===== src/pllcls_pkg.sv =====
package pllcls_pkg;

	// ----------------------------------------------------------------
	// Register map
	// ----------------------------------------------------------------
	localparam int ADDR_W = 24;
	localparam logic [23:0] CTRL_OFS = 24'hc3_0000;
	localparam logic [23:0] STAT_OFS = 24'hc3_0002;
	localparam logic [23:0] TEST_OFS = 24'hc3_0003;
	localparam logic [23:0] TEST2_OFS = 24'hc3_0004;

	// Control register fields and reset value (multiplier 4x, divide 2)
	localparam int MFD_LSB = 12;
	localparam int RFD_LSB = 8;
	localparam int CLOCK_LOSS_DETECT_ENABLE_BIT = 7;
	localparam int FAST_WAKEUP_BIT = 5;
	localparam int STOP_MODE_SELECT_LSB = 2;
	localparam logic [2:0] MFD_RESET = 3'h2;
	localparam logic [2:0] RFD_RESET = 3'h1;
	localparam logic CLOCK_LOSS_DETECT_ENABLE_RESET = 1'h0;
	localparam logic FAST_WAKEUP_RESET = 1'h0;
	localparam logic [1:0] STOP_MODE_SELECT_RESET = 2'h0;

	// Status register fields
	localparam int ST_MODE_BIT = 7;
	localparam int ST_SEL_BIT = 6;
	localparam int ST_REF_BIT = 5;
	localparam int ST_STICKY_LOCK_FLAG_BIT = 4;
	localparam int ST_LOCK_BIT = 3;
	localparam int ST_STICKY_CLOCK_LOSS_FLAG_BIT = 2;

	// Factory test registers
	localparam int SPARE_W = 10;
	localparam logic [9:0] SPARE_RESET = 10'h000;
	localparam logic [7:0] TEST_READ = 8'h00;

	// ----------------------------------------------------------------
	// Clock modes as {mode, ratio select, reference source}
	// ----------------------------------------------------------------
	localparam logic [2:0] MODE_EXT = 3'h0;
	localparam logic [2:0] MODE_ONE = 3'h4;
	localparam logic [2:0] MODE_NORM_EXT = 3'h6;
	localparam logic [2:0] MODE_NORM_CRYSTAL_INPUT_PIN = 3'h7;
	localparam logic [1:0] STOP_MODE_SELECT_ALL_OFF = 2'h3;
	localparam int STOP_MODE_SELECT_PLL_OFF_BIT = 1;

	// ----------------------------------------------------------------
	// Timing and tolerance
	// ----------------------------------------------------------------
	localparam int CLK_MHZ = 250;
	localparam int LOSS_TIME_NS = 1000;
	localparam int LOSS_CYC = (LOSS_TIME_NS * CLK_MHZ + 999) / 1000;
	localparam int SETTLE_CYC = 4;
	localparam int LOCK_WINDOW = 64;
	localparam int TOL_SCALE = 10000;
	localparam int LOCK_TOL = 75;
	localparam int UNLOCK_TOL = 150;
	localparam int MFD_OFFSET = 2;

	// Pin sampler lanes
	localparam int PIN_REF = 0;
	localparam int PIN_FB = 1;
	localparam int PIN_OSC = 2;
	localparam int PIN_PLL_ENABLE_STRAP = 3;
	localparam int PIN_SEL = 4;
	localparam int PIN_PREF = 5;
	localparam int NPIN = 6;

	typedef enum logic [1:0] {
		ST_RESET,
		ST_RUN,
		ST_STOP
	} pllcls_state_t;

endpackage : pllcls_pkg


===== src/pllcls_status.sv =====
// The implementer's own choice: the address-and-strobe port.
`timescale 1ns/1ps
// Contract
// - Lock loss clears sticky lock until reset or a multiplier change.
// - PLL disabled in stop keeps sticky lock at its pre-stop value.
// - With fast wakeup, sticky lock reads clear after a stop with the PLL off until relock.
// - Flag reads taken as the condition changes may show the old value.
// - After reset sticky lock is clear in external mode, set in PLL modes.
// - Lock flag set when frequency is within about 0.75 percent.
// - Lock flag clears on a deviation above about 1.5 percent.
// - Reset release waits for the lock flag in PLL modes.
// - External clock mode keeps the lock flag clear after reset.
// - PLL modes set and hold sticky clock loss on reference or PLL failure.
// - Full-stop fast wakeup: self-clocked, loss flag set until osc ready.
// - Clock loss detected only when enabled or oscillator still recovering.
// - Sticky clock loss always reads zero in external clock mode.
// - Byte test register reads zero; writes ignored without error.
// - Wide test register bits 31 to 10 read zero and ignore writes.
// - Ten spare bits store writes, readable anytime, reset to zero.
// - Clock source strap captured during reset, ignored afterwards.
// - Strap change during reset forces immediate loss of lock.
// - Normal mode ratio is multiplier plus two over two to the divider.
// - External clock mode divides the clock by two.
// - Mode bits encode 000 external, 100 one-to-one, 110/111 normal.
// - Sticky lock set on lock after reset or multiplier-changing write.
module pllcls_status
	import pllcls_pkg::*;
#(
	parameter int WINDOW = LOCK_WINDOW,
	parameter int LOSS_CYCLES = LOSS_CYC
) (
	input wire logic clock,
	input wire logic rst_n,
	input wire logic [ADDR_W-1:0] reg_addr,
	input wire logic [31:0] reg_wdata,
	input wire logic reg_wr,
	input wire logic reg_rd,
	output logic [31:0] reg_rdata,
	input wire logic ref_clk_pin,
	input wire logic pll_fb_pin,
	input wire logic osc_ready_pin,
	input wire logic pll_enable_strap,
	input wire logic pll_ratio_strap,
	input wire logic pll_ref_strap,
	input wire logic stop_req,
	output logic sys_reset_n_out,
	output logic lock_flag,
	output logic self_clocked_mode,
	output logic [3:0] sys_mult,
	output logic [3:0] sys_div_shift
);

	// ----------------------------------------------------------------
	// Helpers
	// ----------------------------------------------------------------
	function automatic logic is_ext(input logic [2:0] mode);
		is_ext = (mode == MODE_EXT);
	endfunction : is_ext

	// Encode straps into a legal mode code
	function automatic logic [2:0] enc_mode(input logic en, input logic sel,
		input logic pref);
		if (!en) begin
			enc_mode = MODE_EXT;
		end else if (!sel) begin
			enc_mode = MODE_ONE;
		end else begin
			enc_mode = pref ? MODE_NORM_CRYSTAL_INPUT_PIN : MODE_NORM_EXT;
		end
	endfunction : enc_mode

	// ----------------------------------------------------------------
	// Pin samplers
	// ----------------------------------------------------------------
	logic [NPIN-1:0] s1_ff;
	logic [NPIN-1:0] s2_ff;
	logic [NPIN-1:0] s3_ff;
	logic [NPIN-1:0] filt_ff;
	logic [NPIN-1:0] agree;
	logic [NPIN-1:0] pins;

	assign pins = {pll_ref_strap, pll_ratio_strap, pll_enable_strap,
		osc_ready_pin, pll_fb_pin, ref_clk_pin};
	assign agree = ~(s2_ff ^ s3_ff);

	// A change counts only once the last two stages agree
	always_ff @(posedge clock or negedge rst_n) begin
		if (!rst_n) begin
			s1_ff <= '0;
			s2_ff <= '0;
			s3_ff <= '0;
			filt_ff <= '0;
		end else begin
			s1_ff <= pins;
			s2_ff <= s1_ff;
			s3_ff <= s2_ff;
			filt_ff <= (agree & s3_ff) | (~agree & filt_ff);
		end
	end

	logic ref_prev_ff;
	logic fb_prev_ff;
	logic ref_edge;
	logic fb_edge;

	// Rising edges of the monitored clocks
	always_ff @(posedge clock or negedge rst_n) begin
		if (!rst_n) begin
			ref_prev_ff <= 1'b0;
			fb_prev_ff <= 1'b0;
		end else begin
			ref_prev_ff <= filt_ff[PIN_REF];
			fb_prev_ff <= filt_ff[PIN_FB];
		end
	end
	assign ref_edge = filt_ff[PIN_REF] & ~ref_prev_ff;
	assign fb_edge = filt_ff[PIN_FB] & ~fb_prev_ff;

	// ----------------------------------------------------------------
	// Control register and test registers
	// ----------------------------------------------------------------
	logic [2:0] mfd_ff;
	logic [2:0] rfd_ff;
	logic clock_loss_detect_enable_ff;
	logic fast_wakeup_ff;
	logic [1:0] stop_mode_select_ff;
	logic [SPARE_W-1:0] spare_ff;
	logic wr_ctrl;
	logic mfd_change;

	assign wr_ctrl = reg_wr && (reg_addr == CTRL_OFS);
	assign mfd_change = wr_ctrl && (reg_wdata[MFD_LSB+:3] != mfd_ff);

	// Control fields; status and byte test writes fall through unused
	always_ff @(posedge clock or negedge rst_n) begin
		if (!rst_n) begin
			mfd_ff <= MFD_RESET;
			rfd_ff <= RFD_RESET;
			clock_loss_detect_enable_ff <= CLOCK_LOSS_DETECT_ENABLE_RESET;
			fast_wakeup_ff <= FAST_WAKEUP_RESET;
			stop_mode_select_ff <= STOP_MODE_SELECT_RESET;
		end else if (wr_ctrl) begin
			mfd_ff <= reg_wdata[MFD_LSB+:3];
			rfd_ff <= reg_wdata[RFD_LSB+:3];
			clock_loss_detect_enable_ff <= reg_wdata[CLOCK_LOSS_DETECT_ENABLE_BIT];
			fast_wakeup_ff <= reg_wdata[FAST_WAKEUP_BIT];
			stop_mode_select_ff <= reg_wdata[STOP_MODE_SELECT_LSB+:2];
		end
	end

	// Spare bits store writes; upper bits have no storage
	always_ff @(posedge clock or negedge rst_n) begin
		if (!rst_n) begin
			spare_ff <= SPARE_RESET;
		end else if (reg_wr && (reg_addr == TEST2_OFS)) begin
			spare_ff <= reg_wdata[SPARE_W-1:0];
		end
	end

	// ----------------------------------------------------------------
	// Reset phase, strap capture and stop sequencing
	// ----------------------------------------------------------------
	pllcls_state_t state_ff;
	logic [2:0] mode_ff;
	logic [2:0] settle_ff;
	logic settled;
	logic strap_change;
	logic ext;
	logic lock_ff;
	logic stop_pll_off_ff;
	logic stop_all_off_ff;
	logic pending_ff;
	logic recover_ff;

	assign settled = (settle_ff == 3'(SETTLE_CYC));
	assign ext = is_ext(mode_ff);
	assign strap_change = (state_ff == ST_RESET) && settled &&
		(enc_mode(filt_ff[PIN_PLL_ENABLE_STRAP], filt_ff[PIN_SEL], filt_ff[PIN_PREF])
		!= mode_ff);

	// Straps are sampled on every edge of the reset phase, frozen after
	always_ff @(posedge clock or negedge rst_n) begin
		if (!rst_n) begin
			mode_ff <= MODE_EXT;
			settle_ff <= 3'h0;
		end else if (state_ff == ST_RESET) begin
			mode_ff <= enc_mode(filt_ff[PIN_PLL_ENABLE_STRAP], filt_ff[PIN_SEL],
				filt_ff[PIN_PREF]);
			if (!settled) begin
				settle_ff <= settle_ff + 3'h1;
			end
		end
	end

	// Reset phase ends on lock, or once the straps settle in external mode
	always_ff @(posedge clock or negedge rst_n) begin
		if (!rst_n) begin
			state_ff <= ST_RESET;
		end else begin
			case (state_ff)
				ST_RESET: begin
					if (settled && !strap_change && (ext || lock_ff)) begin
						state_ff <= ST_RUN;
					end
				end
				ST_RUN: begin
					if (stop_req) begin
						state_ff <= ST_STOP;
					end
				end
				ST_STOP: begin
					if (!stop_req) begin
						state_ff <= ST_RUN;
					end
				end
				default: begin
					state_ff <= ST_RESET;
				end
			endcase
		end
	end

	// Stop bookkeeping; fast wakeup is meaningless in external mode
	always_ff @(posedge clock or negedge rst_n) begin
		if (!rst_n) begin
			stop_pll_off_ff <= 1'b0;
			stop_all_off_ff <= 1'b0;
			pending_ff <= 1'b0;
			recover_ff <= 1'b0;
		end else begin
			if (state_ff == ST_RUN && stop_req) begin
				stop_pll_off_ff <= stop_mode_select_ff[STOP_MODE_SELECT_PLL_OFF_BIT] && !ext;
				stop_all_off_ff <= (stop_mode_select_ff == STOP_MODE_SELECT_ALL_OFF) && !ext;
			end
			if (state_ff == ST_STOP && !stop_req && fast_wakeup_ff) begin
				pending_ff <= stop_pll_off_ff;
				recover_ff <= stop_all_off_ff;
			end else begin
				if (lock_ff) begin
					pending_ff <= 1'b0;
				end
				if (filt_ff[PIN_OSC]) begin
					recover_ff <= 1'b0;
				end
			end
		end
	end

	// ----------------------------------------------------------------
	// Frequency lock detector
	// ----------------------------------------------------------------
	logic [15:0] ref_cnt_ff;
	logic [15:0] fb_cnt_ff;
	logic [3:0] ratio;
	logic [31:0] fb_total;
	logic [31:0] expect_cnt;
	logic [31:0] diff;
	logic window_end;
	logic in_tight;
	logic out_loose;
	logic restart;

	// Feedback runs at the multiplied rate before the output divider
	assign ratio = (mode_ff == MODE_ONE) ? 4'h1 :
		4'({1'b0, mfd_ff} + 4'(MFD_OFFSET));
	assign fb_total = 32'(fb_cnt_ff) + 32'(fb_edge);
	assign expect_cnt = 32'(WINDOW) * 32'(ratio);
	assign diff = (fb_total > expect_cnt) ? fb_total - expect_cnt :
		expect_cnt - fb_total;
	assign window_end = ref_edge && (ref_cnt_ff == 16'(WINDOW - 1));
	assign in_tight = diff * 32'(TOL_SCALE) <= expect_cnt * 32'(LOCK_TOL);
	assign out_loose = diff * 32'(TOL_SCALE) > expect_cnt * 32'(UNLOCK_TOL);
	assign restart = ext || mfd_change || strap_change ||
		(state_ff == ST_STOP && stop_pll_off_ff);

	// Count both clocks over a window of reference edges
	always_ff @(posedge clock or negedge rst_n) begin
		if (!rst_n) begin
			ref_cnt_ff <= 16'h0;
			fb_cnt_ff <= 16'h0;
		end else if (restart || window_end) begin
			ref_cnt_ff <= 16'h0;
			fb_cnt_ff <= 16'h0;
		end else begin
			if (ref_edge) begin
				ref_cnt_ff <= ref_cnt_ff + 16'h1;
			end
			if (fb_edge && fb_cnt_ff != 16'hffff) begin
				fb_cnt_ff <= fb_cnt_ff + 16'h1;
			end
		end
	end

	// Tight window to gain lock, loose window to lose it
	always_ff @(posedge clock or negedge rst_n) begin
		if (!rst_n) begin
			lock_ff <= 1'b0;
		end else if (restart) begin
			lock_ff <= 1'b0;
		end else if (window_end) begin
			lock_ff <= lock_ff ? !out_loose : in_tight;
		end
	end

	// ----------------------------------------------------------------
	// Sticky lock
	// ----------------------------------------------------------------
	logic sticky_lock_flag_ff;
	logic arm_ff;
	logic lock_rise;
	logic lock_loss;

	assign lock_rise = !restart && window_end && !lock_ff && in_tight;
	assign lock_loss = (!restart && window_end && lock_ff && out_loose) ||
		strap_change;

	// Stop with the PLL off is not a loss, so the flag is left alone
	always_ff @(posedge clock or negedge rst_n) begin
		if (!rst_n) begin
			sticky_lock_flag_ff <= 1'b0;
			arm_ff <= 1'b1;
		end else if (mfd_change) begin
			sticky_lock_flag_ff <= 1'b0;
			arm_ff <= 1'b1;
		end else if (lock_loss) begin
			sticky_lock_flag_ff <= 1'b0;
		end else if (lock_rise && arm_ff) begin
			sticky_lock_flag_ff <= 1'b1;
			arm_ff <= 1'b0;
		end
	end

	// ----------------------------------------------------------------
	// Clock loss monitor
	// ----------------------------------------------------------------
	logic [15:0] ref_idle_ff;
	logic [15:0] fb_idle_ff;
	logic ref_lost;
	logic fb_lost;
	logic watch;
	logic sticky_clock_loss_flag_ff;
	logic scm_ref_ff;

	assign ref_lost = (ref_idle_ff == 16'(LOSS_CYCLES));
	assign fb_lost = (fb_idle_ff == 16'(LOSS_CYCLES));
	assign watch = (state_ff == ST_RUN) && !ext &&
		(clock_loss_detect_enable_ff || recover_ff);

	// Idle counters restart in stop so a wakeup is not a false loss
	always_ff @(posedge clock or negedge rst_n) begin
		if (!rst_n) begin
			ref_idle_ff <= 16'h0;
			fb_idle_ff <= 16'h0;
		end else begin
			if (ref_edge || state_ff == ST_STOP) begin
				ref_idle_ff <= 16'h0;
			end else if (!ref_lost) begin
				ref_idle_ff <= ref_idle_ff + 16'h1;
			end
			if (fb_edge || state_ff == ST_STOP) begin
				fb_idle_ff <= 16'h0;
			end else if (!fb_lost) begin
				fb_idle_ff <= fb_idle_ff + 16'h1;
			end
		end
	end

	// Held until reset; reference failure also forces self-clocked mode
	always_ff @(posedge clock or negedge rst_n) begin
		if (!rst_n) begin
			sticky_clock_loss_flag_ff <= 1'b0;
			scm_ref_ff <= 1'b0;
		end else if (watch) begin
			if (ref_lost || fb_lost) begin
				sticky_clock_loss_flag_ff <= 1'b1;
			end
			if (ref_lost) begin
				scm_ref_ff <= 1'b1;
			end
		end
	end

	// ----------------------------------------------------------------
	// Outputs and frequency relation
	// ----------------------------------------------------------------
	logic [3:0] mult_ff;
	logic [3:0] shift_ff;
	logic rst_out_ff;
	logic scm_ff;
	logic lock_out_ff;

	always_ff @(posedge clock or negedge rst_n) begin
		if (!rst_n) begin
			mult_ff <= 4'h1;
			shift_ff <= 4'h1;
			rst_out_ff <= 1'b0;
			scm_ff <= 1'b0;
			lock_out_ff <= 1'b0;
		end else begin
			if (ext) begin
				mult_ff <= 4'h1;
				shift_ff <= 4'h1;
			end else if (mode_ff == MODE_ONE) begin
				mult_ff <= 4'h1;
				shift_ff <= 4'h0;
			end else begin
				mult_ff <= ratio;
				shift_ff <= {1'b0, rfd_ff};
			end
			rst_out_ff <= (state_ff != ST_RESET);
			scm_ff <= scm_ref_ff || recover_ff;
			lock_out_ff <= lock_ff;
		end
	end

	assign sys_mult = mult_ff;
	assign sys_div_shift = shift_ff;
	assign sys_reset_n_out = rst_out_ff;
	assign self_clocked_mode = scm_ff;
	assign lock_flag = lock_out_ff;

	// ----------------------------------------------------------------
	// Read port
	// ----------------------------------------------------------------
	logic [31:0] rdata_ff;
	logic [31:0] nxt_rdata;
	logic [7:0] status;

	// Fast wakeup masks sticky lock; loss reads zero in external mode
	always_comb begin
		status = 8'h00;
		status[ST_MODE_BIT] = mode_ff[2];
		status[ST_SEL_BIT] = mode_ff[1];
		status[ST_REF_BIT] = mode_ff[0];
		status[ST_STICKY_LOCK_FLAG_BIT] = sticky_lock_flag_ff && !pending_ff;
		status[ST_LOCK_BIT] = lock_ff;
		status[ST_STICKY_CLOCK_LOSS_FLAG_BIT] = !ext && (sticky_clock_loss_flag_ff || recover_ff);
	end

	// Flags sampled at the strobe edge, so a same-edge change is missed
	always_comb begin
		nxt_rdata = 32'h0;
		case (reg_addr)
			CTRL_OFS: begin
				nxt_rdata[MFD_LSB+:3] = mfd_ff;
				nxt_rdata[RFD_LSB+:3] = rfd_ff;
				nxt_rdata[CLOCK_LOSS_DETECT_ENABLE_BIT] = clock_loss_detect_enable_ff;
				nxt_rdata[FAST_WAKEUP_BIT] = fast_wakeup_ff;
				nxt_rdata[STOP_MODE_SELECT_LSB+:2] = stop_mode_select_ff;
			end
			STAT_OFS: begin
				nxt_rdata[7:0] = status;
			end
			TEST_OFS: begin
				nxt_rdata[7:0] = TEST_READ;
			end
			TEST2_OFS: begin
				nxt_rdata[SPARE_W-1:0] = spare_ff;
			end
			default: begin
				nxt_rdata = 32'h0;
			end
		endcase
	end

	// Data stands only in the cycle after the read strobe
	always_ff @(posedge clock or negedge rst_n) begin
		if (!rst_n) begin
			rdata_ff <= 32'h0;
		end else begin
			rdata_ff <= reg_rd ? nxt_rdata : 32'h0;
		end
	end
	assign reg_rdata = rdata_ff;

endmodule : pllcls_status


===== config.mk =====
export PLATFORM = sky130hd
export DESIGN_NAME = pllcls_status
export DESIGN_NICKNAME = d
export VERILOG_FILES = /design/src/pllcls_pkg.sv /design/src/pllcls_status.sv
export SDC_FILE = /design/constraint.sdc
export NUM_CORES = 1
export LEC_CHECK = 0
export BUFFER_PORTS_ARGS = -buffer_cell sky130_fd_sc_hd__buf_4
export CELL_PAD_IN_SITES_DETAIL_PLACEMENT = 0
export CELL_PAD_IN_SITES_GLOBAL_PLACEMENT = 1
export CORE_MARGIN = 2
export CORE_UTILIZATION = 51
export CTS_BUF_LIST = sky130_fd_sc_hd__clkbuf_16
export DETAILED_ROUTE_END_ITERATION = 16
export GPL_TIMING_DRIVEN = 0
export PLACE_DENSITY = 0.87
export SETUP_SLACK_MARGIN = 0.1
export SLEW_MARGIN = 20
export SYNTH_ARGS = -nofsm -noshare
export SYNTH_HDL_FRONTEND = slang
export SYNTH_SLANG_ARGS = --single-unit

===== constraint.sdc =====
create_clock -name clock -period 16.9 [get_ports clock]
set_clock_uncertainty 0.15 [all_clocks]
set_input_delay 1.69 -clock clock [delete_from_list [all_inputs] [get_ports clock]]
set_output_delay 1.69 -clock clock [all_outputs]
set_load 0.01 [all_outputs]

==> results.txt, run 1 <==
* Number of flip-flops and latches in the synthesized netlist: 151
- In this run the worst hold path is classified as flop to flop.
- In the final layout, the share of cells above drive strength 1 is 13.6%.
- Minimum clock period: 10.55 ns
- Clock latency on the worst-skew pair: roughly 0.43 ns
* Most repeated library cell on the critical path: sky130_fd_sc_hd__ha_1
* Kind of end point of the critical path: flop
* Count of pins over their slew limit: 0
- Minimum hold slack: roughly 0.20 ns
* Die X: between 150 and 200 µm
* Final count of hold timing violations: 0
- Number of cells on the worst hold path: 0
- At the pin with the least slew margin, the transition time is 0.913 ns.
- Setup violations remaining at the end of the flow were counted as 0.
* Critical Path Fanout Max: 10
- Routability-driven placement congestion ratio: between 0.8 and 0.9
- Pin count of the biggest net entering global routing: 78
* Maximum clock frequency: around 95 MHz
- Fraction of the yosys area taken by sequential cells: 31.8%
* Buffers plus inverters on the worst setup path: 6
- The run finished with clean final reports.
* Total negative slack: 0 ns
* Type of the worst setup path: flop to flop
- Floorplan die height: approximately 160 µm
* Worst Hold End: s2_ff[5]
- Data on the critical path is required at its endpoint by 17.08 ns.
- Input/output buffers: between 70 and 80
- Number of cells traversed by the worst register-to-register path: 39
- Minimum setup slack among reg-to-reg paths: ~6.4 ns
* Post-layout net count: ~1600
- Setup repair after global routing missed its margin: false
- The worst register-to-register path begins at fb_prev_ff.
- The detailed router placed 9104 vias in this run.
* Total of max-cap violations: 0
- After clock tree synthesis, the repair step resized 0 gates.
- Initial antenna violation count: 0
* First-iteration detailed-routing DRC count: 462
* Residual antenna-violating net count after detailed routing: 0
* Most frequent cells in the layout: 146 x sky130_fd_sc_hd__dfrtp_1, 129 x sky130_fd_sc_hd__nor2_1, 129 x sky130_fd_sc_hd__ha_1
- The cell count after synthesis came out at approximately 1300.
- GRT Residual Overflow: 0
- The worst path meets setup with approximately 6.4 ns of slack.
* CTS buffer count: 17
- Routed via count divided by cell count: approximately 5.4
- Final worst path period share: 62.4%
- Pre-CTS setup slack: ~6.3 ns
- In this design, the stage delay of the slowest critical-path cell is about 0.60 ns.
- YS warnings: 0
- Detailed placement finished with a half-perimeter wire length of 20.5 mm.
* Count of distinct cell types in the synthesized netlist: slightly above 80
- TritonCTS built the clock tree.
- The worst setup path is launched from a flop.
* Cell class contributing the biggest share of worst-path delay: simple AND/OR/NAND/NOR gates
- In the final routed layout, each cell accounts on average for 15.2 µm.
- The longest clock path from root to sink contains 2 buffers.
* Critical path data arrival time: about 11 ns
- In the routed design, unresolved DRC markers number 0.
* Async SR Flop Fraction: 100%
- Netlist Area Pre-Place: approximately 12000 µm²
* Placed standard-cell area: about 13000 µm²
- Counting flops with a built-in enable in the synthesized netlist gives 0.
* Post-detailed-routing wire length: between 20 and 30 mm
- The number of hold buffers added after CTS was 0.
- R2r endpoint: sticky_lock_flag_ff
- Wire length of the first global-routing pass: ~43 mm
- Number of sinks handled by clock tree synthesis: roughly 150
- Via count of the first global-routing pass: about 9000
- Die footprint: approximately 25000 µm²
* Average footprint of a synthesized cell: between 9 and 10 µm²
* # diodes: 0
- Boundary pin count: 110
- Overall track demand over capacity in global routing: 21.6%
* Number of detailed-route iterations in the first pass: 5
- The initial utilization of the core area, before any placement, comes to a little over half.
* Prevailing post-synth register cell: sky130_fd_sc_hd__dfrtp_1
- The core region is about 23000 µm².
- Leading cell type in the layout, fill and taps excluded: sky130_fd_sc_hd__dfrtp_1
* Number of standard-cell rows in the floorplan: 55
- Once the clock tree was built, the setup fixing pass inserted 0 buffers.
- Synth-to-Final Area Change: 13.4%
- After routing the design area is 13500 µm².
* CTS root buf: sky130_fd_sc_hd__clkbuf_16
* Filler cell count: 1988
* Max-Slew Margin vs Limit: 39.2%
- The H-tree was split into 4 levels.
- The worst hold path begins at s1_ff[5].
- After clock tree synthesis, the clock-pin slew on the worst setup and hold paths is roughly 0.060 ns.
- Slowest cell on the critical path: sky130_fd_sc_hd__nor4_2
## worst max path at each step
| stage | from | to | slack (ns) | cells past startpoint |
|---|---|---|---|---|
| final | fb_prev_ff | sticky_lock_flag_ff | 6.35 | 39 |
| after global routing | fb_prev_ff | sticky_lock_flag_ff | 5.66 | 39 |
| after CTS | flop | sticky_lock_flag_ff | 6.29 | 38 |
| after detailed placement | fb_prev_ff | sticky_lock_flag_ff | 6.33 | 38 |
| after global placement | fb_prev_ff | sticky_lock_flag_ff | 6.33 | 38 |
| after floorplan | flop | sticky_lock_flag_ff | 8.18 | 32 |
## state kept, by name, summed over array words and instances (netlist names), 2 cells and up, named ones only
name / flops
reg_rdata: 14
fb_idle_ff: 16
fb_cnt_ff: 16
stop_mode_select_ff: 2
ref_cnt_ff: 16
sys_mult: 4
rfd_ff: 3
mfd_ff: 3
settle_ff: 3
s2_ff: 6
s1_ff: 6
mode_ff: 3
s3_ff: 6
ref_idle_ff: 16
spare_ff: 10
state_ff: 2
sys_div_shift: 3
## stage by stage
step                      utilization (%)  std cells
final                                59.3       1700
after global routing                 59.3       1700
after CTS                            59.3       1700
after detailed placement             56.9       1668
after global placement               56.7       1667
after floorplan                         -       1282
## cell type report
cell class              count  area [µm²]  share of cell area [%]
plain buffers              56         309                    2.29
clock buffers              17         425                    3.15
clock inverters            15         121                   0.898
inverters                 101         379                    2.81
multi-input cells         974        7520                    55.7
flip-flops and latches    151        3780                    28.0
well taps                 313         392                    2.90
repair buffers             73         576                    4.26
## routing by layer
metal	wire length, µm	global-route usage [%]	vias up
met5	0	0	-
met4	594	6.99	0
met3	720	3.32	33
met2	12700	36.2	133
met1	11800	28.8	4375
li1	-	-	4563
## cell usage after synthesis, types with 7 or more instances
master | number | area (µm²)
sky130_fd_sc_hd__xor2_1 | 60 | 526
sky130_fd_sc_hd__dfrtp_1 | 146 | 3650
sky130_fd_sc_hd__mux2i_1 | 8 | 80.1
sky130_fd_sc_hd__nand4_1 | 24 | 150
sky130_fd_sc_hd__nand2b_1 | 13 | 81.3
sky130_fd_sc_hd__a21oi_1 | 65 | 325
sky130_fd_sc_hd__o211ai_1 | 8 | 60.1
sky130_fd_sc_hd__nor4_1 | 18 | 113
sky130_fd_sc_hd__xnor2_1 | 58 | 508
sky130_fd_sc_hd__or3_1 | 12 | 75.1
sky130_fd_sc_hd__fa_1 | 42 | 841
sky130_fd_sc_hd__and3_1 | 25 | 156
sky130_fd_sc_hd__o21ai_0 | 43 | 215
sky130_fd_sc_hd__ha_1 | 129 | 1610
sky130_fd_sc_hd__a31oi_1 | 7 | 43.8
sky130_fd_sc_hd__or2_2 | 8 | 50.1
sky130_fd_sc_hd__a21o_1 | 15 | 113
sky130_fd_sc_hd__nor2_1 | 129 | 484
sky130_fd_sc_hd__nor2b_1 | 20 | 125
sky130_fd_sc_hd__clkbuf_1 | 26 | 97.6
sky130_fd_sc_hd__nand3_1 | 30 | 150
sky130_fd_sc_hd__nand2_1 | 87 | 327
sky130_fd_sc_hd__buf_2 | 7 | 35.0
sky130_fd_sc_hd__a211oi_1 | 8 | 60.1
sky130_fd_sc_hd__nor3_1 | 15 | 75.1
sky130_fd_sc_hd__buf_4 | 22 | 165
sky130_fd_sc_hd__mux2_2 | 21 | 236
sky130_fd_sc_hd__inv_1 | 100 | 375
sky130_fd_sc_hd__maj3_1 | 8 | 80.1
## cells by family (layout without fill, tap and decap cells)
| group | after synthesis | in the layout | synth area share, % |
|---|---|---|---|
| AO/OA/AOI/OAI | 196 | 196 | 10.7 |
| XOR/XNOR | 121 | 121 | 9.08 |
| adder cells (fa/ha/maj) | 179 | 179 | 21.3 |
| buffers and inverters | 157 | 262 | 5.78 |
| flip-flops | 151 | 151 | 31.8 |
| multiplexers | 30 | 30 | 2.75 |
| other | 1 | 19 | 0.0315 |
| AND/OR/NAND/NOR | 429 | 429 | 18.6 |
Power of run 1 is left out: the tool's default activity adds up to more than one toggle a clock period on the data nets, which glitch-free logic cannot reach.
==> inputs of run 2 (changes only) <==
--- a/config.mk
+++ b/config.mk
@@ -9,11 +9,11 @@
 export CELL_PAD_IN_SITES_DETAIL_PLACEMENT = 0
 export CELL_PAD_IN_SITES_GLOBAL_PLACEMENT = 1
 export CORE_MARGIN = 2
-export CORE_UTILIZATION = 51
+export CORE_UTILIZATION = 43
 export CTS_BUF_LIST = sky130_fd_sc_hd__clkbuf_16
 export DETAILED_ROUTE_END_ITERATION = 16
 export GPL_TIMING_DRIVEN = 0
-export PLACE_DENSITY = 0.87
+export PLACE_DENSITY = 0.78
 export SETUP_SLACK_MARGIN = 0.1
 export SLEW_MARGIN = 20
 export SYNTH_ARGS = -nofsm -noshare
==> constraint.sdc (replaced) <==
create_clock -name clock -period 8.5 [get_ports clock]
set_clock_uncertainty 0.15 [all_clocks]
set_input_delay 0.85 -clock clock [delete_from_list [all_inputs] [get_ports clock]]
set_output_delay 0.85 -clock clock [all_outputs]
set_load 0.01 [all_outputs]
==> run 2 against run 1 <==
First-iteration DRC count is 1.1% lower. Count of clock-buffer cells in the layout stayed put. Hold slack worse by 0.0039 ns. Critical path depth is 6 higher. Sequential share of layout area is 2.7 points lower. Wire length is 8.5% higher. Via count is 3.9% higher. Non-clock buffer count is 73 higher. Flip-flop and latch count stayed put. Critical path type unchanged. Core utilization is 4.0 points lower. Setup slack worse by 6.3 ns. Die area is 18% higher.
==> results.txt, run 2 (same netlist as run 1, synthesis figures left out) <==
- For this block, the routed nets add up to between 20 and 30 mm of wire.
* WL/cell: 15.3 µm
* Clock latency on the worst-skew pair: roughly 0.42 ns
- Final worst path period share: about 100%
- H-tree level count: 4
* Post-layout net count: about 1700
- No sink is reached through more buffers than the 2 on the longest clock path.
- Most frequent cells in the layout: 171 x sky130_fd_sc_hd__buf_4, 145 x sky130_fd_sc_hd__dfrtp_1, 122 x sky130_fd_sc_hd__nor2_1
- The number of placed instances, taps included, is between 1500 and 2000.
* Met2 track demand over resource in global routing: ~33%
- Pin count of the biggest net entering global routing: 80
* Met3 global-route usage: under 10%
* Clock tree from TritonCTS: yes
* Residual antenna-violating net count after detailed routing: 0
* Routed via count divided by cell count: between 5 and 6
- Initial antenna violation count: 0
- Minimum clock period: between 8 and 9 ns
- Input and output buffers added on the ports amount to 72.
* Clock transition at the register clock pins on the worst setup and hold paths after CTS: ~0.060 ns
* First-iteration detailed-routing DRC count: between 400 and 500
* Startpoint Class: flop
- Count of pins over their slew limit: 0
- Global routing used 26.0% of the available met1 tracks.
* Leading cell type in the layout, fill and taps excluded: sky130_fd_sc_hd__buf_4
- After layout, the worst setup slack is ~0.032 ns.
- 0 antenna diodes ended up in the layout.
- The die covers just under 30000 µm².
- Global routing consumed, over all layers together, 19.4% of the routing resources.
- Wire length of the first global-routing pass: 45.6 mm
- CP max stage delay: approximately 0.54 ns
- The run finished with clean final reports.
- Slowest cell on the critical path: sky130_fd_sc_hd__fa_2
- Once layout is complete, the cells apart from fillers number between 1500 and 2000.
- Critical path data arrival time: 8.65 ns
- Routability-driven placement finished with a final weighted congestion of approximately 0.84.
- Timing analysis after detailed placement gives a worst setup slack of -2.16 ns.
- For the final routed database, the setup TNS stands at 0 ns.
* CTS buffer count: 17
- Number of detailed-route iterations in the first pass: 5
* Boundary pin count: 110
* Number of standard-cell rows in the floorplan: 60
* DP HPWL: a little over 20 mm
- The tool flagged a number of max-cap violations equal to 0.
- Maximum clock frequency: around 120 MHz
- Critical Path Fanout Max: 4
- For this run, the share of the core covered by cells in the final layout is a little under three fifths.
- Total of hold buffers inserted after clock tree synthesis: 0
- Of the cells placed in the final design, the portion with a size suffix greater than 1 is 25.4%.
- The tightest min-delay check is of the flop to flop type.
- Setup violations remaining at the end of the flow were counted as 0.
- Counting the fill cells in the layout gives approximately 2300.
* Initial Utilization: 44.0%
- Among the stages of the critical path, the cell type that occurs most often is sky130_fd_sc_hd__buf_4.
* Actual transition at the worst max-transition pin: approximately 1.1 ns
- Type of the worst setup path: flop to flop
* Synth-to-Final Area Change: 25.7%
- After detailed routing, the number of remaining DRC violations is 0.
- The die is 170 µm wide.
- The number of global-route vias before repair is 9295.
- met2 is the most crowded layer.
* GRT Residual Overflow: 0
- The tree is rooted in a sky130_fd_sc_hd__clkbuf_16.
* Kind of end point of the critical path: flop
- From bottom edge to top edge, the die measures around 170 µm.
- The tree built by TritonCTS fans out to 151 sinks.
- The floorplan step defined a core boundary enclosing around 27000 µm².
- STA puts the critical path data required time at 8.68 ns.
* Setup repair after global routing missed its margin: true
- In this run the tightest slew margin relative to its limit is 28.5%.
- Total via count in the routed design: between 9000 and 10000
* Final count of hold timing violations: 0
[run 2: cell types whose count changed in the layout (fill, tap and decap cells not counted), moves of 7 or more]
cell,previous run,this run
sky130_fd_sc_hd__a21oi_2,1,11
sky130_fd_sc_hd__ha_4,0,10
sky130_fd_sc_hd__buf_4,93,171
sky130_fd_sc_hd__o21ai_0,43,35
sky130_fd_sc_hd__xor2_1,60,53
sky130_fd_sc_hd__clkbuf_1,26,17
sky130_fd_sc_hd__inv_1,102,94
sky130_fd_sc_hd__ha_2,0,7
sky130_fd_sc_hd__xnor2_2,2,9
sky130_fd_sc_hd__a21oi_1,65,49
sky130_fd_sc_hd__xnor2_1,58,47
sky130_fd_sc_hd__nor2_1,129,122
sky130_fd_sc_hd__ha_1,129,112
[run 2: layout make-up]
| type | instances | area (µm²) | share of cell area [%] |
|---|---|---|---|
| Timing Repair Buffer | 152 | 1180 | 7.91 |
| Multi-Input combinational cell | 974 | 8240 | 55.0 |
| Tap cell | 372 | 465 | 3.11 |
| Clock buffer | 17 | 425 | 2.84 |
| Inverter | 101 | 379 | 2.53 |
| Clock inverter | 13 | 179 | 1.19 |
| Buffer | 50 | 325 | 2.17 |
| Sequential cell | 151 | 3790 | 25.3 |
[run 2: what timing repair did]
| action | 4_1_cts | 5_1_grt |
|---|---|---|
| resized for setup | 100 | 55 |
| setup endpoints to repair | 3 | 3 |
| setup buffers | 56 | 23 |
| pin swaps | 49 | 41 |
[run 2: routing by layer]
metal	vias up	part of all wire, %
met5	-	0
met1	4619	47
met3	27	1.7
met4	0	1.5
li1	4698	-
met2	119	50
[run 2: path summary, 6_finish.rpt]
| path | startpoint | to | slack, ns | cells past startpoint |
|---|---|---|---|---|
| max in group asynchronous | rst_n | ref_cnt_ff[2] | 7.16 | 2 |
| max reg2reg | fb_prev_ff | sticky_lock_flag_ff | 0.03 | 45 |
| min | s1_ff[5] | s2_ff[5] | 0.20 | 0 |
| min in group asynchronous | rst_n | ref_idle_ff[13] | 0.23 | 1 |
| min reg2reg | s1_ff[5] | s2_ff[5] | 0.20 | 0 |
| max | fb_prev_ff | sticky_lock_flag_ff | 0.03 | 45 |
[run 2: critical path, delay by kind of cell, from the launching register on]
kind                     cells  cell delay (ns)
AO/OA/AOI/OAI                6             0.97
AND/OR/NAND/NOR              8             1.78
XOR/XNOR                     2             0.39
buffers and inverters       19             1.94
adder cells (fa/ha/maj)      9             2.63
multiplexers                 1             0.17
flip-flops                   1             0.36
[run 2: stage by stage]
stage | area (µm²) | hold slack [ns]
after floorplan | 12000 | 0.181
after global placement | 13000 | 0.184
final | 15000 | 0.197
after detailed placement | 13000 | 0.185
after global routing | 15000 | 0.205
after CTS | 14500 | 0.198
Power of run 2 is left out for the same reason.
==> inputs of run 3 (changes only) <==
--- a/config.mk
+++ b/config.mk
@@ -14,6 +14,7 @@
 export DETAILED_ROUTE_END_ITERATION = 16
 export GPL_TIMING_DRIVEN = 0
 export PLACE_DENSITY = 0.78
+export RECOVER_POWER = 50
 export SETUP_SLACK_MARGIN = 0.1
 export SLEW_MARGIN = 20
 export SYNTH_ARGS = -nofsm -noshare
==> run 3 against run 2 <==
The flow now finishes with violations (max-capacitance violations, max-slew violations). Final area shrank 0.23%. First-iteration DRC count shrank 6.8%. Core utilization shrank 0.12 points. Setup slack lost 0.0031 ns. Fmax is essentially flat. Non-clock buffer count is the same. Sequential share of layout area grew 0.057 points. Count of clock-buffer cells in the layout is the same. Hold slack is essentially flat. Critical path depth is the same. Wire length is essentially flat. Critical path type unchanged. Critical endpoint unchanged. Largest cell class unchanged.
==> results.txt, run 3 (same netlist as run 1, synthesis figures left out) <==
- Of the available clock period, the critical path in the final layout requires between 90% and 100%.
- The clock net in this run drives a total of approximately 150 sinks.
- Total of max-cap violations: 2
- The first global-routing pass estimated 45.6 mm of wire.
* Post-detailed-routing wire length: around 28 mm
* Filler cell count: 2332
- Overall track demand over capacity in global routing: 19.4%
- Initial Utilization: between 40% and 50%
* Minimum clock period: ~8.5 ns
- The checks that failed: max-capacitance violations, max-slew violations.
- In this run the tightest slew margin relative to its limit is -155%.
- The max-slew violation count came to about 150.
- Before antenna repair, the detailed router went through 5 iterations.
- Derived from the worst setup path, the maximum achievable clock frequency is between 100 and 150 MHz.
- Summed over all layers, the global routing overflow is 0.
* Post-layout net count: between 1500 and 2000
- Critical path data arrival time: roughly 8.7 ns
- After detailed routing, the number of vias per cell comes to roughly 5.2.
- The final route contains ~9500 vias.
* Std-Cell Core Area: 27100 µm²
* Most repeated library cell on the critical path: sky130_fd_sc_hd__buf_4
- Boundary pin count: between 100 and 150
- At the end of routability-driven placement, the weighted congestion stood at between 0.8 and 0.9.
- Relative to the synthesized area, the layout overhead comes to 25.5%.
- Final setup viols: 0
- After the first detailed-routing iteration, the DRC count stood at between 400 and 500.
* Clock tree from TritonCTS: yes
- Port buffering added 72 buffers.
* DP HPWL: slightly above 20 mm
- CP max stage delay: 0.54 ns
* Pin count of the biggest net entering global routing: 80
* H-tree level count: 4
- Floorplan die height: approximately 170 µm
* Number of standard-cell rows in the floorplan: 60
- CTS root buf: sky130_fd_sc_hd__clkbuf_16
* # diodes: 0
- The min-delay analysis places its worst path in the category flop to flop.
- Clock transition at the register clock pins on the worst setup and hold paths after CTS: about 0.060 ns
* Via count of the first global-routing pass: 9295
* Startpoint Class: flop
- In the routed design, unresolved DRC markers number 0.
* Share of final-layout standard cells stronger than drive strength 1: ~25%
- Die X: 170 µm
- For the pin with the worst max-slew slack, the measured transition is between 3 and 4 ns.
* Slowest cell on the critical path: sky130_fd_sc_hd__fa_2
* Most frequent cells in the layout: 164 x sky130_fd_sc_hd__buf_4, 145 x sky130_fd_sc_hd__dfrtp_1, 122 x sky130_fd_sc_hd__nor2_1
- Final count of hold timing violations: 0
* Initial antenna violation count: 0
- Dividing the detail-routed wire length by the instance count gives between 15 and 20 µm.
* Pre-CTS setup slack: -2.16 ns
- CTS buffer count: 17
* Required @ worst endpoint: approximately 8.7 ns
- Clock latency on the worst-skew pair, taken at its later pin, is 0.42 ns.
* Leading cell type in the layout, fill and taps excluded: sky130_fd_sc_hd__buf_4
* Kind of end point of the critical path: flop
* Critical Path Fanout Max: 4
- The worst path meets setup with roughly 0.028 ns of slack.
- Die footprint: about 29000 µm²
- Result of the run: complete, but fails checks
- Residual antenna-violating net count after detailed routing: 0
* Type of the worst setup path: flop to flop
- Max Root-Sink Buffers: 2
* Setup repair after global routing missed its margin: true
run 3: timing repair:
item / in CTS / in global routing
setup buffers: 56 / 23
resized for setup: 100 / 55
setup endpoints to repair: 3 / 3
hold buffers: 0 / 0
pin swaps: 49 / 41
run 3: through the flow:
step | TNS [ns] | hold slack [ns] | utilization [%] | std cells | cell area [µm²]
6_report | 0 | 0.196 | 55.2 | 1830 | 14900
3_3_place_gp | -6.04 | 0.184 | 48.0 | 1726 | 13000
5_1_grt | -0.931 | 0.205 | 55.2 | 1830 | 14900
4_1_cts | 0 | 0.198 | 53.7 | 1809 | 14500
2_1_floorplan | 0 | 0.181 | - | 1282 | 12000
3_5_place_dp | -6.22 | 0.185 | 48.1 | 1727 | 13000
run 3: worst paths after layout:
check / startpoint / end / slack (ns) / cells past startpoint
max in group asynchronous: rst_n / ref_cnt_ff[2] / 1.55 / 2
max reg2reg: fb_prev_ff / sticky_lock_flag_ff / 0.03 / 45
min: s1_ff[5] / s2_ff[5] / 0.20 / 0
min in group asynchronous: rst_n / ref_idle_ff[13] / 1.60 / 1
max: fb_prev_ff / sticky_lock_flag_ff / 0.03 / 45
min reg2reg: s1_ff[5] / s2_ff[5] / 0.20 / 0
run 3: cell type report:
type | instances | area [µm²] | share of cell area [%]
sequential | 151 | 3790 | 25.3
buffer | 50 | 324 | 2.17
clock inverter | 13 | 179 | 1.20
tap | 372 | 465 | 3.11
inverter | 101 | 379 | 2.54
timing repair buffer | 152 | 1150 | 7.71
clock buffer | 17 | 425 | 2.85
multi-input combinational | 974 | 8240 | 55.1
run 3: worst max-delay path, delay by kind of cell, from the launching register on:
| family | cells | cell delay (ns) |
|---|---|---|
| fa+ha+maj | 9 | 2.63 |
| buf+inv | 19 | 1.93 |
| simple gates | 8 | 1.78 |
| compound gates | 6 | 0.96 |
| xor+xnor | 2 | 0.39 |
| flops | 1 | 0.36 |
| mux | 1 | 0.17 |
run 3: per-layer routing:
layer | up-vias | track usage, % | share of wire, %
li1 | 4699 | - | -
met3 | 25 | 2.33 | 2.0
met1 | 4640 | 26.0 | 46
met4 | 0 | 4.79 | 1.4
met2 | 124 | 33.3 | 50
met5 | - | 0 | 0
Power of run 3 is left out for the same reason.
